$ cat config.mk
export PLATFORM = sky130hd
export DESIGN_NAME = cbd_local_bus_decoder
export DESIGN_NICKNAME = d
export VERILOG_FILES = /design/src/cbd_pkg.sv /design/src/cbd_local_bus_decoder.sv
export SDC_FILE = /design/constraint.sdc
export NUM_CORES = 1
export LEC_CHECK = 0
export ABC_AREA = 1
export BUFFER_PORTS_ARGS = -buffer_cell sky130_fd_sc_hd__buf_4
export CAP_MARGIN = 0
export CORE_AREA = 4 4 416 418
export DETAILED_ROUTE_END_ITERATION = 12
export DIE_AREA = 0 0 420 422
export PLACE_DENSITY = 0.3
export SYNTH_ARGS = -nofsm -noshare
export SYNTH_HDL_FRONTEND = slang
export SYNTH_SLANG_ARGS = --single-unit
$ cat constraint.sdc
create_clock -name clk -period 3.1 [get_ports clk]
set_input_delay 0.31 -clock clk [delete_from_list [all_inputs] [get_ports clk]]
set_output_delay 0.31 -clock clk [all_outputs]
set_load 0.02 [all_outputs]
$ cat src/cbd_pkg.sv
// package for the carrier local bus decoder: address map, types, states
package cbd_pkg;
  // io window offsets (byte addresses from the host-assigned base)
  localparam logic [7:0] IO_LINK_WORD = 8'h10;
  localparam logic [7:0] IO_CTRL_STAT = 8'h14;
  localparam logic [7:0] IO_INT_SETUP = 8'h18;
  localparam logic [7:0] IO_ROUTE_LO = 8'h20;
  localparam logic [7:0] IO_ROUTE_HI = 8'h3F;
  localparam logic [7:0] IO_ROUTE_GAP = 8'h24; // unassigned inside the window
  localparam logic [7:0] IO_INT_WORD = 8'h40;
  localparam logic [7:0] IO_SCAN_LO = 8'h80;
  localparam logic [7:0] IO_SCAN_HI = 8'hAF;
  // host memory window
  localparam logic [31:0] MEM_SRAM_LO = 32'h0000_0000;
  localparam logic [31:0] MEM_SRAM_HI = 32'h000F_FFFF;
  localparam logic [31:0] MEM_GBUS_LO = 32'h0020_0000;
  localparam logic [31:0] MEM_GBUS_HI = 32'h0020_007F;
  localparam logic [31:0] MEM_LINK_ALIAS = 32'h0020_0090;
  localparam logic [31:0] MEM_CS_ALIAS = 32'h0020_0094;
  localparam logic [31:0] MEM_INT_ALIAS = 32'h0020_0098;
  localparam logic [31:0] MEM_PDATA_LO = 32'h0020_0240;
  localparam logic [31:0] MEM_PDATA_HI = 32'h0020_025F;
  localparam logic [31:0] MEM_PCTRL_LO = 32'h0020_0260;
  localparam logic [31:0] MEM_PCTRL_HI = 32'h0020_027F;
  // master module window
  localparam logic [31:0] MOD_SRAM_LO = 32'hD000_0000;
  localparam logic [31:0] MOD_SRAM_HI = 32'hD00F_FFFF;
  localparam logic [31:0] MOD_BREG_LO = 32'h1C00_0000;
  localparam logic [31:0] MOD_BREG_HI = 32'h1C00_00FF;
  localparam logic [31:0] MOD_APER_LO = 32'h1800_0000;
  localparam logic [31:0] MOD_APER_HI = 32'h183F_FFFF;
  // dma view of sram: local address line 28 high
  localparam int DMA_ADDR_BIT = 28;
  // that line counts words, so skip the byte-lane bits to reach it
  localparam int BYTE_LANE_W = 2;
  localparam logic [31:0] DMA_SRAM_LO = 32'h4000_0000;
  localparam logic [31:0] DMA_SRAM_HI = 32'h400F_FFFF;
  // global bus select pattern seen by the module
  localparam int GA_BIT30 = 30;
  localparam int GA_BIT19 = 19;
  localparam int GA_BIT7 = 7;
  localparam int GA_BIT5 = 5;
  localparam logic [31:0] GBUS_HIGH_BITS = 32'h4008_0000;
  // field widths and reset values
  localparam int ROUTE_W = 8;
  localparam int IWORD_W = 16;
  localparam int SCAN_W = 16;
  localparam int SRAM_AW = 20;
  localparam logic [7:0] ROUTE_RST = 8'h2C;
  localparam logic [15:0] IWORD_RST = 16'h0000;
  localparam logic [31:0] ZERO32 = 32'h0000_0000;
  // bus timing, kept for reference only; neither the arbiter nor the decode uses them
  localparam real LBUS_MHZ = 33.0;
  localparam real MIN_STROBE_NS = 20.0;

  // destination of a decoded access
  typedef enum logic [3:0] {
    TGT_NONE = 4'h0,
    TGT_SRAM = 4'h1,
    TGT_LINK = 4'h2,
    TGT_CTST = 4'h3,
    TGT_INTS = 4'h4,
    TGT_ROUTE = 4'h5,
    TGT_IWORD = 4'h6,
    TGT_SCAN = 4'h7,
    TGT_GBUS = 4'h8,
    TGT_PDATA = 4'h9,
    TGT_PCTRL = 4'hA,
    TGT_BREG = 4'hB,
    TGT_APER = 4'hC
  } cbd_tgt_t;

  // arbiter ownership state
  typedef enum logic [1:0] {
    OWN_IDLE = 2'b00,
    OWN_MOD = 2'b01,
    OWN_BRG = 2'b10
  } cbd_own_t;

  // one local bus request
  typedef struct packed {
    logic req;
    logic write;
    logic io;
    logic dma;
    logic [31:0] addr;
    logic [31:0] wdata;
  } cbd_req_t;

  // strobe towards one downstream resource
  typedef struct packed {
    logic sel;
    logic write;
    logic [31:0] addr;
    logic [31:0] wdata;
  } cbd_strb_t;
endpackage

$ cat src/cbd_local_bus_decoder.sv
// carrier local bus decoder: arbiter, address decode and local registers
`timescale 1ns/1ps
// Notes on behaviour
// - io registers sit at fixed offsets added to the host-assigned base
// - io 0x10 write sends outgoing link word, read returns incoming word
// - io 0x14 write goes to control, read returns status
// - io 0x20..0x3F, except 0x24, is the readable, writable link routing register
// - io 0x40 is a 16-bit interrupt word, writable and readable
// - io 0x80..0xAF forwarded to scan-bus controller as 16-bit accesses
// - host memory 0x0..0xFFFFF maps the 1MB shared sram
// - memory 0x00200090 aliases the link word port exactly
// - memory 0x00200094 aliases control on write, status on read
// - memory 0x00200098 aliases the write-only interrupt setup register
// - global bus window passed to module with address bits 30,19 high
// - 0x00200240..0x0020025F is the parallel link data register
// - 0x00200260..0x0020027F is the parallel link control and status
// - master module sees shared sram at 0xD0000000..0xD00FFFFF
// - master module reaches bridge registers at 0x1C000000..0x1C0000FF
// - module 0x18000000..0x183FFFFF routes to bridge aperture zero
// - bridge dma sees sram at 0x40000000, address line 28 high
// - arbiter grants the local bus to at most one requester at a time
// - all transfers on one 33MHz clock, also offered to module site
// - bridge buffers dsp transfers in 256 by 32-bit fifos
module cbd_local_bus_decoder
  import cbd_pkg::*;
(
  input wire logic clk, // local bus clock
  input wire logic nrst, // async reset, active low
  input wire cbd_req_t modReq, // master module request
  output logic modStall, // module must hold its request
  output logic modRdValid, // read data valid for module
  input wire cbd_req_t brgReq, // bridge (host or dma) request
  output logic brgStall, // bridge must hold its request
  output logic brgRdValid, // read data valid for bridge
  output logic [31:0] rdData, // registered read data
  output logic modGrant, // module owns the bus
  output logic brgGrant, // bridge owns the bus
  output logic siteClockOut, // clock offered to the module site
  output cbd_strb_t sramStrb, // shared sram strobe
  input wire logic [31:0] sramRdata, // sram read data
  output cbd_strb_t linkStrb, // link word port strobe
  input wire logic [31:0] linkInWord, // incoming link word
  output cbd_strb_t ctrlStrb, // control write strobe
  input wire logic [31:0] statusWord, // status value
  output cbd_strb_t intSetupStrb, // interrupt setup write strobe
  output logic [7:0] linkRouting, // routing configuration register
  output logic [15:0] interruptWord, // interrupt word register
  output cbd_strb_t scanStrb, // scan-bus controller strobe
  input wire logic [15:0] scanRdata, // scan-bus controller read data
  output cbd_strb_t gbusStrb, // module global bus strobe
  input wire logic [31:0] gbusRdata, // global bus read data
  output cbd_strb_t pdataStrb, // parallel link data strobe
  output cbd_strb_t pctrlStrb, // parallel link ctrl/stat strobe
  input wire logic [15:0] pdataRdata, // parallel link data read
  input wire logic [15:0] pctrlRdata, // parallel link status read
  output cbd_strb_t bregStrb, // bridge internal register strobe
  output cbd_strb_t aperStrb, // bridge aperture zero strobe
  input wire logic [31:0] brgRdata // bridge register/aperture data
);

  ////////////////////////////////////////////////////////////////////////////
  // arbitration
  cbd_own_t own_q, own_d;

  // a single owner register makes two grants at once impossible
  always_comb begin
    own_d = own_q;
    case (own_q)
      OWN_IDLE: begin
        if (brgReq.req) own_d = OWN_BRG;
        else if (modReq.req) own_d = OWN_MOD;
      end
      OWN_MOD: begin
        if (!modReq.req) own_d = brgReq.req ? OWN_BRG : OWN_IDLE;
      end
      OWN_BRG: begin
        if (!brgReq.req) own_d = modReq.req ? OWN_MOD : OWN_IDLE;
      end
      default: own_d = OWN_IDLE;
    endcase
  end

  // ownership lasts while the owner keeps its request up
  always_ff @(posedge clk or negedge nrst) begin
    if (!nrst) own_q <= OWN_IDLE;
    else own_q <= own_d;
  end

  assign modGrant = (own_q == OWN_MOD);
  assign brgGrant = (own_q == OWN_BRG);
  // loser holds its request until the bus is its own
  assign modStall = modReq.req && !modGrant;
  assign brgStall = brgReq.req && !brgGrant;
  // the site is offered the very bus clock, avoiding its own oscillator
  assign siteClockOut = clk;

  ////////////////////////////////////////////////////////////////////////////
  // address decode of the granted request
  cbd_req_t cur;
  assign cur = modGrant ? modReq : brgReq;
  wire logic live = (modGrant && modReq.req) || (brgGrant && brgReq.req);
  wire logic [31:0] a = cur.addr;
  wire logic [7:0] ioOff = a[7:0]; // offset from host base
  wire logic [31:0] aWord = {a[31:2], 2'b00};
  // global bus select as the module sees it
  wire logic gaMatch = a[GA_BIT30] && a[GA_BIT19] && !a[GA_BIT7] &&
                       !a[GA_BIT5];
  cbd_tgt_t tgt;

  // io space first, then bridge memory space, then module space
  always_comb begin
    tgt = TGT_NONE;
    if (!live) tgt = TGT_NONE;
    else if (!modGrant && cur.io) begin
      if (ioOff == IO_LINK_WORD) tgt = TGT_LINK;
      else if (ioOff == IO_CTRL_STAT) tgt = TGT_CTST;
      else if (ioOff == IO_INT_SETUP) tgt = TGT_INTS;
      else if (ioOff >= IO_ROUTE_LO && ioOff <= IO_ROUTE_HI &&
               ioOff != IO_ROUTE_GAP)
        tgt = TGT_ROUTE;
      else if (ioOff == IO_INT_WORD) tgt = TGT_IWORD;
      else if (ioOff >= IO_SCAN_LO && ioOff <= IO_SCAN_HI)
        tgt = TGT_SCAN;
      else tgt = TGT_NONE;
    end else if (!modGrant && cur.dma) begin
      if (a >= DMA_SRAM_LO && a <= DMA_SRAM_HI &&
          a[DMA_ADDR_BIT + BYTE_LANE_W])
        tgt = TGT_SRAM;
    end else if (!modGrant) begin
      if (a <= MEM_SRAM_HI) tgt = TGT_SRAM;
      else if (aWord == MEM_LINK_ALIAS) tgt = TGT_LINK;
      else if (aWord == MEM_CS_ALIAS) tgt = TGT_CTST;
      else if (aWord == MEM_INT_ALIAS) tgt = TGT_INTS;
      else if (a >= MEM_GBUS_LO && a <= MEM_GBUS_HI) tgt = TGT_GBUS;
      else if (a >= MEM_PDATA_LO && a <= MEM_PDATA_HI)
        tgt = TGT_PDATA;
      else if (a >= MEM_PCTRL_LO && a <= MEM_PCTRL_HI)
        tgt = TGT_PCTRL;
    end else begin
      if (a >= MOD_SRAM_LO && a <= MOD_SRAM_HI) tgt = TGT_SRAM;
      else if (a >= MOD_BREG_LO && a <= MOD_BREG_HI) tgt = TGT_BREG;
      else if (a >= MOD_APER_LO && a <= MOD_APER_HI) tgt = TGT_APER;
      else if (gaMatch) tgt = TGT_GBUS;
    end
  end

  ////////////////////////////////////////////////////////////////////////////
  // downstream strobes; sram sees only its 20-bit byte offset
  wire logic [31:0] sramOff = {{(32 - SRAM_AW){1'b0}}, a[SRAM_AW-1:0]};
  // global bus address carries the select bits the module decodes
  wire logic [31:0] gbusAddr = a | (modGrant ? ZERO32 : GBUS_HIGH_BITS);

  // write flag and data go in as arguments, so every strobe follows them
  wire logic wr = cur.write;
  wire logic [31:0] wd = cur.wdata;
  wire logic [31:0] wd16 = {16'h0000, cur.wdata[15:0]};

  function automatic cbd_strb_t mkStrb(input logic s, input logic wIn,
    input logic [31:0] ad, input logic [31:0] dIn);
    mkStrb.sel = s;
    mkStrb.write = s && wIn;
    mkStrb.addr = ad;
    mkStrb.wdata = dIn;
  endfunction

  assign sramStrb = mkStrb(tgt == TGT_SRAM, wr, sramOff, wd);
  assign linkStrb = mkStrb(tgt == TGT_LINK, wr, a, wd);
  // control is write only; reads of 0x14 never pulse it
  assign ctrlStrb = mkStrb((tgt == TGT_CTST) && wr, wr, a, wd);
  assign intSetupStrb = mkStrb((tgt == TGT_INTS) && wr, wr, a, wd);
  // scan controller takes 16-bit data only
  assign scanStrb = mkStrb(tgt == TGT_SCAN, wr, a, wd16);
  assign gbusStrb = mkStrb(tgt == TGT_GBUS, wr, gbusAddr, wd);
  assign pdataStrb = mkStrb(tgt == TGT_PDATA, wr, a, wd);
  assign pctrlStrb = mkStrb(tgt == TGT_PCTRL, wr, a, wd);
  // bridge fifos of 256 words sit behind these two strobes
  assign bregStrb = mkStrb(tgt == TGT_BREG, wr, a, wd);
  assign aperStrb = mkStrb(tgt == TGT_APER, wr, a, wd);

  ////////////////////////////////////////////////////////////////////////////
  // local registers: routing config and interrupt word
  logic [7:0] route_q;
  logic [15:0] iword_q;
  wire logic routeWr = (tgt == TGT_ROUTE) && cur.write;
  wire logic iwordWr = (tgt == TGT_IWORD) && cur.write;

  always_ff @(posedge clk or negedge nrst) begin
    if (!nrst) begin
      route_q <= ROUTE_RST;
      iword_q <= IWORD_RST;
    end else begin
      if (routeWr) route_q <= cur.wdata[ROUTE_W-1:0];
      if (iwordWr) iword_q <= cur.wdata[IWORD_W-1:0];
    end
  end

  assign linkRouting = route_q;
  assign interruptWord = iword_q;

  ////////////////////////////////////////////////////////////////////////////
  // read mux; unassigned offsets and write-only registers read as zero
  logic [31:0] rdMux;

  always_comb begin
    rdMux = ZERO32;
    case (tgt)
      TGT_SRAM: rdMux = sramRdata;
      TGT_LINK: rdMux = linkInWord;
      TGT_CTST: rdMux = statusWord;
      TGT_ROUTE: rdMux = {24'h000000, route_q};
      TGT_IWORD: rdMux = {16'h0000, iword_q};
      TGT_SCAN: rdMux = {16'h0000, scanRdata};
      TGT_GBUS: rdMux = gbusRdata;
      TGT_PDATA: rdMux = {16'h0000, pdataRdata};
      TGT_PCTRL: rdMux = {16'h0000, pctrlRdata};
      TGT_BREG: rdMux = brgRdata;
      TGT_APER: rdMux = brgRdata;
      default: rdMux = ZERO32;
    endcase
  end

  // read data is registered; the valid pulse follows the granted read
  logic [31:0] rd_q;
  logic modRv_q, brgRv_q;
  always_ff @(posedge clk or negedge nrst) begin
    if (!nrst) begin
      rd_q <= ZERO32;
      modRv_q <= 1'b0;
      brgRv_q <= 1'b0;
    end else begin
      rd_q <= live ? rdMux : rd_q;
      modRv_q <= modGrant && modReq.req && !modReq.write;
      brgRv_q <= brgGrant && brgReq.req && !brgReq.write;
    end
  end

  assign rdData = rd_q;
  assign modRdValid = modRv_q;
  assign brgRdValid = brgRv_q;
endmodule

* Word-level counts from Yosys, hierarchy flattened
Index checks and enable logic that the tools add are counted.
W data, S select, Z words.
** Word-level totals
- Bits in registers :: 60
- Input port bits :: 346
- Word-level logic and storage cells :: 129
- Output and inout bits :: 723
** Cells by class
- Equality and inequality tests :: 25
- Order comparisons :: 19
- Reduce and logical (&&, ||, !) cells :: 46
- Mux-type cells :: 32
- Bitwise logic cells :: 1
** Operator list (number)
- $pmux W32 S10 :: 1
- $ge A32 B22 Y1 const B :: 3
- $le A32 B22 Y1 const B :: 3
- $eq A30 B20 Y1 const B :: 3
- $mux W67 :: 1
- $ge A32 B29 Y1 const B :: 2
- $le A32 B29 Y1 const B :: 2
- $mux W4 :: 15
- $logic_and A1 B1 Y1 :: 36
- $ge A32 B31 Y1 const B :: 1
- $ge A32 B32 Y1 const B :: 1
- $le A32 B20 Y1 const B :: 1
- $le A32 B31 Y1 const B :: 1
- $le A32 B32 Y1 const B :: 1
- $or A32 B31 Y32 :: 1
- $mux W31 :: 1
- $eq A8 B5 Y1 const B :: 3
- $eq A4 B4 Y1 const B :: 5
- $mux W3 :: 6
- $eq A4 B3 Y1 const B :: 4
- $mux W2 :: 5
- $eq A4 B2 Y1 const B :: 2
- $eq A8 B7 Y1 const B :: 1
- $ge A8 B6 Y1 const B :: 1
- 16 further kinds :: 23

* Longest topological paths before layout
- Depth in word-level cells :: 18
- Gate-level depth with buffers :: 28
- Gate-level depth less buffers :: 25

==> summary.md <==
| Metric | Value |
|---|---|
| Final Cycle Share | `1.229` |
| Busiest layer in global routing | `met2` |
| Worst EP arrival | `3.50 ns` |
| TritonCTS clock tree | `yes` |
| Global route total overflow | `0` |
| Starting Density | `0.06400` |
| First-pass GRT wire length | `124,200 um` |
| Crit path max fanout | `8` |
| CP Launch Type | `register` |
| Fill cells | `19,590` |
| # rows | `151` |
| Grt met1 use | `0.1187` |
| Min Tclk post-route | `3.811 ns` |
| Die height | `422 um` |
| Initial antenna violation count | `48` |
| DRT antenna net count | `0` |
| Pwr per Cell Area | `330.0 nW/um2` |
| Clock Latency Late Sink | `0.52 ns` |
| Final setup viols | `76` |
| Die area | `177,200 um2` |
| CORE AREA | `169,100 um2` |
| Cell count after placement | `4,572` |
| Fin Setup TNS | `-39.98 ns` |
| Initial DRC Count | `612` |
| Final Util | `0.1272` |
| Worst r2r dst | `rdData[3]` |
| GR Util met3 | `0.03458` |
| Design Power | `7.099 mW` |
| Leak | `10.79 nW` |
| R2r setup slk | `-0.60 ns` |
| Synth Area per Inst | `6.212 um2` |
| Met2 track demand over resource | `0.1939` |
| DRT Pass-1 Iters | `6` |
| Reg2reg path depth | `28` |
| GRT Util Overall | `0.1050` |
| I/O pin count | `1,069` |
| Clock Skew | `0.03487 ns` |
| Routed via count | `13,160` |
| Reg-to-Reg Start | `own_q[1]` |
| Die span in x | `420 um` |
| Pre-CTS setup slack | `-0.8471 ns` |
| Hpwl dp | `84,910 um` |
| Area Overhead vs Synth | `98.77%` |
| Fin area | `21,510 um2` |
| Max Cap Viol | `0` |
| Clock slew at reported path FFs | `0.09 ns` |
| Req. time, crit path | `2.79 ns` |
| Synth cell types | `34` |
| Post-synthesis register bit count | `60` |
| Total wire length | `98,850 um` |
| Commonest non-fill, non-tap cell in the layout | `buf_4` |
| Vias in the first global route | `12,980` |
| Synth warnings | `0` |
| DR DRC count | `0` |
| Most frequent cells in the layout | `buf_4 (1,194), nand2_1 (339), nand3_1 (139), inv_1 (106), nand2_2 (71)` |
| CP Capture Type | `output port` |
| Final #Nets | `2,804` |
| Fmax achieved | `262.4 MHz` |
| Hold path cells | `3` |
| Mapped cell area | `10,820 um2` |
| RSZ-0062 raised after global routing | `yes` |
| Worst Max-Slew Pin Slew | `0.8872 ns` |
| Worst Setup Path Type | `reg2out` |
| Status | `finished, violations left` |
| Port buffer count | `1,038` |
| Drt wl/cell | `21.03 um` |
| Sequential share of the synthesized area | `0.1391` |
| Largest net degree at the start of global routing | `49` |
| Max Slew Vio Count | `0` |
| Layout cells sized above 1 | `0.6549` |
| Final Hold Fails | `0` |
| Worst Hold End | `rdData[26]` |
| Worst VDD drop | `0.0002798 V` |
| Final non-filler cell total | `4,700` |
| RePlAce Congestion | `0.8252` |
| Failing checks | `negative setup slack` |
| Final worst slack | `-0.7110 ns` |
| WHS | `0.03621 ns` |
| Syn Inst Count | `1,742` |
| Worst hold start | `brgRdata[26]` |
| Drt via density | `2.800` |
| Area after DPL | `18,620 um2` |
| Slew headroom | `0.4086` |
| Hold Crit Class | `in2reg` |
==> flip-flops by register name, indices dropped and copies added (netlist names) <==
name / cells
interruptWord: 16
own_q: 2
rdData: 32
modRdValid: 1
linkRouting: 8
brgRdValid: 1
==> critical path: stages (launching register included) <==
cell      delay, ns
dfrtp_1        0.43
inv_2          0.14
nand2_8        0.11
buf_12         0.16
buf_6          0.12
o21ai_4        0.15
nand2_2        0.09
nor2_4         0.12
nand2_4        0.08
nor2_4         0.14
buf_4          0.14
buf_6          0.08
nand4_1        0.07
nand2_1        0.09
nand2_2        0.07
nand2_2        0.08
nand2_4        0.07
a21boi_4       0.23
buf_12         0.17
nand3_4        0.09
nor2_4         0.18
buf_6          0.14
==> cells by family (layout without fill, tap and decap cells) <==
| family | Yosys count | count (layout) | share of synthesized area |
|---|---|---|---|
| simple gates | 844 | 844 | 0.3508 |
| buf+inv | 788 | 1482 | 0.4844 |
| flops | 60 | 60 | 0.1391 |
| compound gates | 49 | 49 | 0.02532 |
| other cells | 1 | 47 | 0.0003465 |
==> power by group <==
| group | switching [mW] | leakage, nW | total, mW | internal [mW] |
|---|---|---|---|---|
| Sequential | 0.105 | 0.794 | 1.02 | 0.919 |
| Combinational | 2.77 | 9.81 | 4.69 | 1.92 |
| Clock | 0.580 | 0.192 | 1.39 | 0.809 |
==> timing repair <==
action,in CTS,in global routing
endpoints found under the hold margin,49,0
pin swaps,60,82
resized for setup,238,158
hold buffers,7,0
cloned,11,6
setup endpoints to repair,210,260
buffers inserted,43,28
==> cell type report <==
cell class	count	area, um2	share of cell area
Timing Repair Buffer	1312	10890	0.5064
Multi-Input combinational cell	921	5278	0.2453
Tap cell	2218	2775	0.1290
Sequential cell	60	1506	0.07003
Inverter	149	623.1	0.02897
Clock buffer	13	307.8	0.01431
Clock inverter	7	75.07	0.003490
Antenna cell	19	47.55	0.002210
Timing Repair inverter	1	5.005	0.0002327
==> layer usage <==
| layer | up-vias | share of wire |
|---|---|---|
| li1 | 6297 | - |
| met1 | 6275 | 0.39 |
| met2 | 481 | 0.53 |
| met3 | 89 | 0.066 |
| met4 | 20 | 0.011 |
| met5 | - | 0.0013 |
==> synthesized netlist by cell type (all sizes together) <==
cell type  count  area, um2
and2          17      106.4
conb           1      3.750
nand4         58      362.9
nand3b         4      30.03
buf          627       4633
nand3        190      983.4
o21ai         40      207.7
dfrtp         57       1426
a31oi          1      6.260
inv          146      553.0
clkinv         3      11.26
dfstp          3      78.83
clkbuf        12      45.04
nand2        439       1710
o2111ai        1      8.760
nor3           9      45.04
nor2         127      558.0
o211ai         1      7.510
a21boi         1      18.77
a21oi          5      25.02
==> worst max-delay path by stage <==
| stage | startpoint | endpoint | cells after the start |
|---|---|---|---|
| after floorplan | own_q[1] | ctrlStrb[65] | 20 |
| after global placement | own_q[1] | intSetupStrb[64] | 20 |
| after detailed placement | own_q[0] | intSetupStrb[64] | 19 |
| after CTS | own_q[0] | intSetupStrb[64] | 25 |
| after global routing | own_q[1] | linkStrb[64] | 24 |
| final | own_q[1] | ctrlStrb[64] | 21 |
No activity file was read; power rests on OpenSTA's default activity.
